$ cat src/hw/rip_pkg.sv
// Purpose: Shared constants and types for the reset, interrupt and pin control block
// Assumes: 20 MHz system clock, APB register access with 32-bit data
// Notes:   Register byte offsets, field positions, reset values and timing counts

package rip_pkg;

  // ----------------------------------------------------------------
  // Register map
  // ----------------------------------------------------------------
  localparam int unsigned ADDR_W = 8;
  localparam logic [7:0] A_CTRL  = 8'h00;
  localparam logic [7:0] A_CTRL2 = 8'h04;
  localparam logic [7:0] A_STAT  = 8'h08;
  localparam logic [7:0] A_MASK  = 8'h0C;
  localparam logic [7:0] A_CFG   = 8'h10;
  localparam logic [7:0] A_FUNC  = 8'h14;
  localparam logic [7:0] A_DIR   = 8'h18;
  localparam logic [7:0] A_DOUT  = 8'h1C;
  localparam logic [7:0] A_DIN   = 8'h20;
  localparam logic [7:0] A_PC    = 8'h24;

  // ----------------------------------------------------------------
  // Field positions
  // ----------------------------------------------------------------
  localparam int unsigned CLKSEL_BIT = 14;
  localparam int unsigned BOOT_BIT   = 3;
  localparam int unsigned FLAG_BIT   = 0;

  // Event bits in status and mask
  localparam int unsigned EV_FA = 0;
  localparam int unsigned EV_FB = 1;
  localparam int unsigned EV_U1 = 2;
  localparam int unsigned EV_U2 = 3;
  localparam int unsigned N_EV  = 4;

  // Synchronised pin inputs
  localparam int unsigned S_RST  = 0;
  localparam int unsigned S_FA   = 1;
  localparam int unsigned S_FB   = 2;
  localparam int unsigned S_P0   = 3;
  localparam int unsigned S_BOOT = 6;
  localparam int unsigned S_EMU  = 7;
  localparam int unsigned N_SYNC = 8;

  // Multiplexed pins
  localparam int unsigned N_GPIO = 3;
  localparam int unsigned GP_U1  = 0;
  localparam int unsigned GP_U2  = 1;
  localparam int unsigned GP_CLK = 2;

  // ----------------------------------------------------------------
  // Reset values
  // ----------------------------------------------------------------
  localparam logic [7:0]  SYNC_RST = 8'hFF;
  localparam logic [2:0]  FUNC_RST = 3'h7;
  localparam logic [2:0]  ZERO3    = 3'h0;
  localparam logic [3:0]  ZERO4    = 4'h0;
  localparam logic [15:0] PC_RST   = 16'h0000;
  localparam logic [15:0] PC_INC   = 16'h0001;
  localparam logic [31:0] ZERO32   = 32'h0000_0000;

  // ----------------------------------------------------------------
  // Timing
  // ----------------------------------------------------------------
  localparam int unsigned CLK_NS       = 50;
  localparam int unsigned WD_PULSE_NS  = 500;
  localparam int unsigned WD_PULSE_CYC = (WD_PULSE_NS + CLK_NS - 1) / CLK_NS;
  localparam logic [7:0]  WD_CNT_LOAD  = 8'(WD_PULSE_CYC);
  localparam logic [7:0]  CNT_ZERO     = 8'h00;
  localparam logic [7:0]  CNT_ONE      = 8'h01;

  // ----------------------------------------------------------------
  // Types
  // ----------------------------------------------------------------
  typedef struct packed {
    logic conv_en;
    logic pol2;
    logic pol1;
  } rip_cfg_t;

  typedef enum logic {RIP_HALT, RIP_FETCH} rip_cpu_t;

endpackage : rip_pkg

$ cat src/hw/rip_pin_ctrl.sv
// Purpose: Reset, drive-fault, external interrupt and pin control
// Assumes: One clock; APB slave with zero wait states
// Notes:   Pin inputs pass a three-flop synchroniser

`timescale 1ns/1ps
`default_nettype none

module rip_pin_ctrl (
  // Clock and reset
  input  wire logic        sys_clk_i,
  input  wire logic        resetn_i,
  // APB slave
  input  wire logic        psel_i,
  input  wire logic        penable_i,
  input  wire logic        pwrite_i,
  input  wire logic [7:0]  paddr_i,
  input  wire logic [31:0] pwdata_i,
  output logic      [31:0] prdata_o,
  output logic             pready_o,
  output logic             pslverr_o,
  // Reset pin (open drain) and watchdog
  input  wire logic        reset_in_n_i,
  output logic             reset_in_n_o,
  output logic             reset_in_n_oe_o,
  input  wire logic        wd_overflow_i,
  // Core control
  output logic             cpu_halt_o,
  output logic      [15:0] program_counter_o,
  // Drive faults
  input  wire logic        drive_fault_in_a_i,
  input  wire logic        drive_fault_in_b_i,
  output logic             pwm_a_hiz_o,
  output logic             pwm_b_hiz_o,
  // Multiplexed pins: 0 user_irq_1, 1 user_irq_2, 2 clock_out_pin
  input  wire logic [2:0]  mux_pin_i,
  output logic      [2:0]  mux_pin_o,
  output logic      [2:0]  mux_pin_oe_o,
  input  wire logic        watchdog_clock_i,
  output logic             conv_start_in_o,
  // Boot enable / external flag pin
  input  wire logic        boot_pin_i,
  output logic             external_flag_out_o,
  output logic             external_flag_oe_o,
  // Crystal output
  input  wire logic        osc_drive_i,
  input  wire logic        emu_output_disable_n_i,
  output logic             crystal_out_o,
  output logic             crystal_out_oe_o,
  // Interrupt
  output logic             irq_o
);

  // ----------------------------------------------------------------
  // Declarations
  // ----------------------------------------------------------------
  logic [7:0]  s1_q, s2_q, s3_q, flt_q;
  logic [7:0]  chg, rise, fall;
  logic [7:0]  wd_cnt_q;
  logic        wd_busy;
  logic        dev_rst;
  rip_pkg::rip_cpu_t cpu_q;
  logic [15:0] pc_q;
  logic        clksel_q;
  logic        boot_q;
  logic        flag_q;
  logic [3:0]  stat_q, mask_q, ev;
  rip_pkg::rip_cfg_t cfg_q;
  logic [2:0]  func_q, dir_q, dout_q;
  logic        conv_q;
  logic        u1_edge, u2_edge;
  logic        wr, rd_setup, mapped;
  logic [31:0] rdata;
  logic        clk_src;

  // ----------------------------------------------------------------
  // Pin synchroniser and glitch filter
  // ----------------------------------------------------------------
  // Filtered level moves only once stages two and three agree
  // Stages run through reset so the boot strap level is seen while it is held
  always_ff @(posedge sys_clk_i) begin
    s1_q <= {emu_output_disable_n_i, boot_pin_i, mux_pin_i,
             drive_fault_in_b_i, drive_fault_in_a_i, reset_in_n_i};
    s2_q <= s1_q;
    s3_q <= s2_q;
  end

  genvar gi;
  generate
    for (gi = 0; gi < rip_pkg::N_SYNC; gi++) begin : g_flt
      assign chg[gi]  = (s2_q[gi] == s3_q[gi]) && (s3_q[gi] != flt_q[gi]);
      assign rise[gi] = chg[gi] && s3_q[gi];
      assign fall[gi] = chg[gi] && !s3_q[gi];
      always_ff @(posedge sys_clk_i) begin
        if (!resetn_i) begin
          flt_q[gi] <= rip_pkg::SYNC_RST[gi];
        end else if (chg[gi]) begin
          flt_q[gi] <= s3_q[gi];
        end
      end
    end
  endgenerate

  // ----------------------------------------------------------------
  // Watchdog reset pulse
  // ----------------------------------------------------------------
  // Counter is cleared only by the system reset, not by the pulse it makes
  assign wd_busy = (wd_cnt_q != rip_pkg::CNT_ZERO);

  always_ff @(posedge sys_clk_i) begin
    if (!resetn_i) begin
      wd_cnt_q <= rip_pkg::CNT_ZERO;
    end else if (wd_overflow_i && !wd_busy) begin
      wd_cnt_q <= rip_pkg::WD_CNT_LOAD;
    end else if (wd_busy) begin
      wd_cnt_q <= wd_cnt_q - rip_pkg::CNT_ONE;
    end
  end

  // Open drain: drive low only while the pulse runs
  assign reset_in_n_o    = 1'b0;
  assign reset_in_n_oe_o = wd_busy;

  // Internal reset: system reset, pin low, or watchdog pulse
  assign dev_rst = !resetn_i || !flt_q[rip_pkg::S_RST] || wd_busy;

  // ----------------------------------------------------------------
  // Core fetch control
  // ----------------------------------------------------------------
  always_ff @(posedge sys_clk_i) begin
    if (dev_rst) begin
      cpu_q <= rip_pkg::RIP_HALT;
      pc_q  <= rip_pkg::PC_RST;
    end else begin
      case (cpu_q)
        rip_pkg::RIP_HALT: begin
          cpu_q <= rip_pkg::RIP_FETCH;
          pc_q  <= rip_pkg::PC_RST;
        end
        rip_pkg::RIP_FETCH: begin
          pc_q <= pc_q + rip_pkg::PC_INC;
        end
        default: begin
          cpu_q <= rip_pkg::RIP_HALT;
          pc_q  <= rip_pkg::PC_RST;
        end
      endcase
    end
  end

  assign cpu_halt_o        = dev_rst || (cpu_q == rip_pkg::RIP_HALT);
  assign program_counter_o = pc_q;

  // ----------------------------------------------------------------
  // APB decode
  // ----------------------------------------------------------------
  function automatic logic is_mapped(input logic [7:0] a);
    case (a)
      rip_pkg::A_CTRL, rip_pkg::A_CTRL2, rip_pkg::A_STAT,
      rip_pkg::A_MASK, rip_pkg::A_CFG, rip_pkg::A_FUNC,
      rip_pkg::A_DIR, rip_pkg::A_DOUT, rip_pkg::A_DIN,
      rip_pkg::A_PC: is_mapped = 1'b1;
      default:       is_mapped = 1'b0;
    endcase
  endfunction : is_mapped

  assign mapped    = is_mapped(paddr_i);
  assign wr        = psel_i && penable_i && pwrite_i;
  assign rd_setup  = psel_i && !penable_i && !pwrite_i;
  assign pready_o  = psel_i && penable_i;
  assign pslverr_o = psel_i && penable_i && !mapped;

  // Read data is captured in the setup cycle so it comes from a flop
  always_comb begin
    rdata = rip_pkg::ZERO32;
    case (paddr_i)
      rip_pkg::A_CTRL:  rdata[rip_pkg::CLKSEL_BIT] = clksel_q;
      rip_pkg::A_CTRL2: begin
        rdata[rip_pkg::BOOT_BIT] = boot_q;
        rdata[rip_pkg::FLAG_BIT] = flag_q;
      end
      rip_pkg::A_STAT:  rdata[3:0] = stat_q;
      rip_pkg::A_MASK:  rdata[3:0] = mask_q;
      rip_pkg::A_CFG:   rdata[2:0] = cfg_q;
      rip_pkg::A_FUNC:  rdata[2:0] = func_q;
      rip_pkg::A_DIR:   rdata[2:0] = dir_q;
      rip_pkg::A_DOUT:  rdata[2:0] = dout_q;
      rip_pkg::A_DIN:   rdata[2:0] = flt_q[rip_pkg::S_P0 +: rip_pkg::N_GPIO];
      rip_pkg::A_PC:    rdata[15:0] = pc_q;
      default:          rdata = rip_pkg::ZERO32;
    endcase
  end

  always_ff @(posedge sys_clk_i) begin
    if (!resetn_i) begin
      prdata_o <= rip_pkg::ZERO32;
    end else if (rd_setup) begin
      prdata_o <= rdata;
    end
  end

  // ----------------------------------------------------------------
  // Control registers
  // ----------------------------------------------------------------
  always_ff @(posedge sys_clk_i) begin
    if (dev_rst) begin
      clksel_q <= 1'b0;
      cfg_q    <= rip_pkg::ZERO3;
      mask_q   <= rip_pkg::ZERO4;
      func_q   <= rip_pkg::FUNC_RST;
      dir_q    <= rip_pkg::ZERO3;
      dout_q   <= rip_pkg::ZERO3;
    end else if (wr) begin
      case (paddr_i)
        rip_pkg::A_CTRL: clksel_q <= pwdata_i[rip_pkg::CLKSEL_BIT];
        rip_pkg::A_MASK: mask_q   <= pwdata_i[3:0];
        rip_pkg::A_CFG:  cfg_q    <= pwdata_i[2:0];
        rip_pkg::A_FUNC: func_q   <= pwdata_i[2:0];
        rip_pkg::A_DIR:  dir_q    <= pwdata_i[2:0];
        rip_pkg::A_DOUT: dout_q   <= pwdata_i[2:0];
        default: begin
        end
      endcase
    end
  end

  // ----------------------------------------------------------------
  // Boot enable sample and external flag
  // ----------------------------------------------------------------
  // Pin is an input while in reset; the agreed level is taken each cycle
  always_ff @(posedge sys_clk_i) begin
    if (dev_rst) begin
      flag_q <= 1'b1;
      if (s2_q[rip_pkg::S_BOOT] == s3_q[rip_pkg::S_BOOT]) begin
        boot_q <= s3_q[rip_pkg::S_BOOT];
      end
    end else if (wr && paddr_i == rip_pkg::A_CTRL2) begin
      flag_q <= pwdata_i[rip_pkg::FLAG_BIT];
    end
  end

  assign external_flag_out_o = flag_q;
  assign external_flag_oe_o  = !dev_rst;

  // ----------------------------------------------------------------
  // Events and sticky status
  // ----------------------------------------------------------------
  assign u1_edge = func_q[rip_pkg::GP_U1] &&
                   (cfg_q.pol1 ? rise[rip_pkg::S_P0 + rip_pkg::GP_U1]
                               : fall[rip_pkg::S_P0 + rip_pkg::GP_U1]);
  assign u2_edge = func_q[rip_pkg::GP_U2] &&
                   (cfg_q.pol2 ? rise[rip_pkg::S_P0 + rip_pkg::GP_U2]
                               : fall[rip_pkg::S_P0 + rip_pkg::GP_U2]);

  assign ev[rip_pkg::EV_FA] = fall[rip_pkg::S_FA];
  assign ev[rip_pkg::EV_FB] = fall[rip_pkg::S_FB];
  assign ev[rip_pkg::EV_U1] = u1_edge;
  assign ev[rip_pkg::EV_U2] = u2_edge;

  // Write one to clear; a new event in the same cycle wins
  always_ff @(posedge sys_clk_i) begin
    if (dev_rst) begin
      stat_q <= rip_pkg::ZERO4;
    end else begin
      stat_q <= ev | (stat_q & ~((wr && paddr_i == rip_pkg::A_STAT)
                                 ? pwdata_i[3:0] : rip_pkg::ZERO4));
    end
  end

  assign irq_o       = |(stat_q & mask_q);
  assign pwm_a_hiz_o = stat_q[rip_pkg::EV_FA];
  assign pwm_b_hiz_o = stat_q[rip_pkg::EV_FB];

  // Conversion start pulse, one cycle per qualifying edge
  always_ff @(posedge sys_clk_i) begin
    if (dev_rst) begin
      conv_q <= 1'b0;
    end else begin
      conv_q <= u2_edge && cfg_q.conv_en;
    end
  end

  assign conv_start_in_o = conv_q;

  // ----------------------------------------------------------------
  // Pin drivers
  // ----------------------------------------------------------------
  // Clock mux is combinational; a switch may glitch the pin once
  assign clk_src = clksel_q ? watchdog_clock_i : sys_clk_i;

  generate
    for (gi = 0; gi < rip_pkg::N_GPIO; gi++) begin : g_pin
      if (gi == rip_pkg::GP_CLK) begin : g_clk
        assign mux_pin_o[gi]    = func_q[gi] ? clk_src : dout_q[gi];
        assign mux_pin_oe_o[gi] = func_q[gi] || dir_q[gi];
      end else begin : g_irq
        assign mux_pin_o[gi]    = dout_q[gi];
        assign mux_pin_oe_o[gi] = !func_q[gi] && dir_q[gi];
      end
    end
  endgenerate

  assign crystal_out_o    = osc_drive_i;
  assign crystal_out_oe_o = flt_q[rip_pkg::S_EMU];
endmodule : rip_pin_ctrl

`default_nettype wire

$ cat config.mk
export PLATFORM = sky130hd
export DESIGN_NAME = rip_pin_ctrl
export DESIGN_NICKNAME = d
export VERILOG_FILES = /design/src/hw/rip_pkg.sv /design/src/hw/rip_pin_ctrl.sv
export SDC_FILE = /design/constraint.sdc
export NUM_CORES = 1
export LEC_CHECK = 0
export BUFFER_PORTS_ARGS = -buffer_cell sky130_fd_sc_hd__clkbuf_2
export CAP_MARGIN = 20
export CORE_ASPECT_RATIO = 1.75
export CORE_MARGIN = 2
export CORE_UTILIZATION = 55
export DETAILED_ROUTE_END_ITERATION = 10
export PLACE_DENSITY = 0.85
export SYNTH_ARGS = -nofsm -noshare
export SYNTH_HDL_FRONTEND = slang
export SYNTH_SLANG_ARGS = --single-unit
$ cat constraint.sdc
create_clock -name sys_clk_i -period 4.2 [get_ports sys_clk_i]
set_input_delay 0.63 -clock sys_clk_i [delete_from_list [all_inputs] [get_ports sys_clk_i]]
set_output_delay 0.63 -clock sys_clk_i [all_outputs]
set_load 0.005 [all_outputs]
==> metrics.cfg <==
[outcome]
status = finished, final reports clean

[min_path]
whs_endpoint = s1_q[1]$_DFF_P_
hold-path-cell-count = 1
hold_class = primary input to flop
hp-start = drive_fault_in_a_i

[critical_path]
worstPathArrival_ps = 2650
r2r_cells = 8
cp.required_ps = 3570
path_max_fanout = 2
worstSetupStartpointType = clock port
cp_slowest_cell = clkbuf_16
cp_top_family = buffers and inverters
r2r_slack_ps = 2250
worstReg2RegStart = wd_cnt_q[0]$_SDFFE_PP0P_
slowest_delay_ps = 130
end_kind = primary output
crit_top_cell = clkbuf_16
r2r-end = program_counter_o[5]$_SDFF_PP0_
critPathBufInv = 3
worstPathCellList = clkbuf_16 -> clkbuf_16 -> mux2i_1 -> a21oi_1 -> clkbuf_2
crit_type = clock port to primary output

[clocking]
postCtsHoldBufs = 0
post_cts_buffers = 0
ctsResizeCount = 0
insertion_delay_ps = 470
cts_tree = built
cts.clk_slew.worst_paths_ps = 70

[floorplanning]
die_height_um = 116
initial_core_util = 0.573
dieArea_mm2 = 0.00792
fp.coreArea_mm2 = 0.00691
pin_count = 123
die_x_um = 68.1
rows = 40

[drt]
drcViolationCount = 0
drtIter0Drc = 175
final_antenna_net_count = 0
viasPerCell = 5.60
firstDrtPassIters = 4
vias = 3141
drt_wl_total_mm = 8.68
wire_per_inst_um = 15.5

[final_layout]
layout-drive-gt1-share = 0.241
fin_nets = 531
syn_to_final_growth_pct = 18.2
antenna_cells = 0
finalNonFillerCells = 561

[sta]
hold_violations = 0
worst_pin_slew_ps = 584
rsz0062_at_grt = false
finalClockSkew_ps = 7.84
maxSlewViolCount = 0
timing.hold.ws_ps = 262
max_slew_margin = 0.610
timing.setup.tns_ps = 0
final-setup-viol-count = 0

[logic_synthesis]
avgSynthCellArea_um2 = 9.89
syn_inst = 400
synthArstFlopShare = 0
synth.cell_area_mm2 = 0.00396
netlist-cell-type-count = 56
yosys_most_used_dff = dfxtp_1
yosys_register_bits = 96
synth_edf_count = 1
ys_warn_count = 0
yosysSeqAreaShare = 0.488

[placed_design]
dpl.hpwl_mm = 6.18
gp_congestion = 0.831
port-buffer-count = 76
dp.cells = 542

[grt]
track_usage = 0.240
grt_max_degree = 31
antenna_found_initial = 0
grt-ovfl-total = 0
grt_pass1_vias = 2971
grt_pass1_wl_mm = 13.8

[power]
peakVddDrop_mv = 0.324
p_leak_nw = 2.02
powerDensity_mw_per_mm2 = 508

[flow_run]
drv_cap = 0

report_power, final:
| group | internal, mW | switching (mW) | total (mW) |
|---|---|---|---|
| combinational | 0.146 | 0.189 | 0.335 |
| clock | 0.633 | 0.380 | 1.01 |
| sequential | 0.975 | 0.0517 | 1.03 |
| total | 1.75 | 0.621 | 2.38 |
cells in the mapped netlist, drive strengths merged (2+ instances only):
| master | number | area (um2) |
|---|---|---|
| nor4 | 3 | 40.0 |
| mux2 | 6 | 67.6 |
| ha | 3 | 37.5 |
| nor4b | 6 | 86.3 |
| a21oi | 16 | 80.1 |
| buf | 27 | 190 |
| mux4 | 2 | 48.8 |
| o211ai | 4 | 30.0 |
| xnor2 | 3 | 26.3 |
| dfxtp | 95 | 1900 |
| xor2 | 14 | 123 |
| and3 | 6 | 37.5 |
| clkbuf | 8 | 31.3 |
| nand4 | 10 | 77.6 |
| a31oi | 4 | 25.0 |
| nand2 | 19 | 71.3 |
| a22oi | 13 | 97.6 |
| nor3b | 3 | 27.5 |
| nor3 | 6 | 35.0 |
| nand3 | 14 | 70.1 |
| o21ai | 22 | 114 |
| inv | 8 | 30.0 |
| and4 | 3 | 26.3 |
| nor2 | 45 | 169 |
| nor2b | 15 | 93.8 |
| mux2i | 21 | 210 |
| or3 | 2 | 12.5 |
| and4b | 2 | 20.0 |
| o311a | 2 | 20.0 |
| and2 | 5 | 31.3 |
kinds of logic (layout without fill, tap and decap cells):
kind of cell / after synthesis / in the layout / share of synthesized area
mux: 29 / 29 / 0.0825
simple gates: 144 / 144 / 0.212
other cells: 1 / 17 / 0.000948
compound gates: 67 / 67 / 0.106
xor+xnor: 17 / 17 / 0.0376
fa+ha+maj: 3 / 3 / 0.00949
buf+inv: 43 / 104 / 0.0635
flops: 96 / 96 / 0.488
worst max-delay path by stage:
| stage | startpoint | endpoint | slack [ps] | depth (start not counted) |
|---|---|---|---|---|
| CTS | sys_clk_i | mux_pin_o[2] | 910 | 5 |
| finish | sys_clk_i | mux_pin_o[2] | 920 | 5 |
| global route | sys_clk_i | mux_pin_o[2] | 880 | 5 |
| detailed placement | resetn_i | cpu_halt_o | 1180 | 7 |
| floorplan | sys_clk_i | mux_pin_o[2] | 1280 | 2 |
| global placement | sys_clk_i | mux_pin_o[2] | 1190 | 3 |
flip-flops by register name, summed over array words and instances, names as in the netlist, 3 cells and up:
name / flops
cfg_q: 3
dir_q: 3
dout_q: 3
flt_q: 6
func_q: 3
mask_q: 4
prdata_o: 16
program_counter_o: 16
s1_q: 8
s2_q: 8
s3_q: 8
stat_q: 4
wd_cnt_q: 8
worst reg2reg max path: stages, from the launching register on:
cell	delay, ps
dfxtp_1	380
inv_1	90
ha_1	210
nor2b_1	140
nand4_1	90
buf_4	250
inv_2	140
nand2_1	420
nor2_1	110
cell type report:
class / instances / area (um2)
fillers: 548 / 2230
flip-flops and latches: 96 / 1930
multi-input cells: 277 / 1830
repair buffers: 76 / 383
clock buffers: 15 / 333
well taps: 84 / 105
clock inverters: 5 / 62.6
inverters: 8 / 30.0
stage by stage:
| step | util | power (mW) | cell area (um2) | worst slack, ps |
|---|---|---|---|---|
| final | 0.678 | 2.38 | 4680 | 918 |
| after global routing | 0.678 | 2.48 | 4680 | 885 |
| after CTS | 0.678 | 2.39 | 4680 | 915 |
| after detailed placement | 0.621 | 1.40 | 4290 | 1180 |
| after global placement | 0.621 | 1.38 | 4290 | 1190 |
| after floorplan | - | 1.31 | 4020 | 1280 |
placed cells by master (no fill, tap or decap), types with 3 or more instances in the layout:
master | netlist | routed
nor3_1 | 5 | 5
conb_1 | 1 | 17
clkbuf_16 | 0 | 12
o211ai_1 | 4 | 4
nor2b_1 | 15 | 15
and4_1 | 3 | 3
nand2_1 | 19 | 19
and3_1 | 6 | 6
nand4_1 | 9 | 9
a22oi_1 | 13 | 13
nand3_1 | 14 | 14
mux2_2 | 6 | 6
xnor2_1 | 3 | 3
inv_1 | 7 | 7
o21ai_0 | 20 | 20
xor2_1 | 14 | 14
dfxtp_1 | 95 | 95
and2_1 | 5 | 5
a31oi_1 | 4 | 4
nor4b_2 | 3 | 3
clkbuf_2 | 1 | 76
nor2_1 | 45 | 45
ha_1 | 3 | 3
a21oi_1 | 16 | 16
mux2i_1 | 21 | 21
layer usage:
layer	wire length, um	vias to the layer above	GRT usage
met2	4420	111	0.394
met1	3300	1475	0.234
met5	0	-	0
met3	460	35	0.0800
met4	497	0	0.204
li1	-	1520	-
Power figures use the tool's default switching activity.
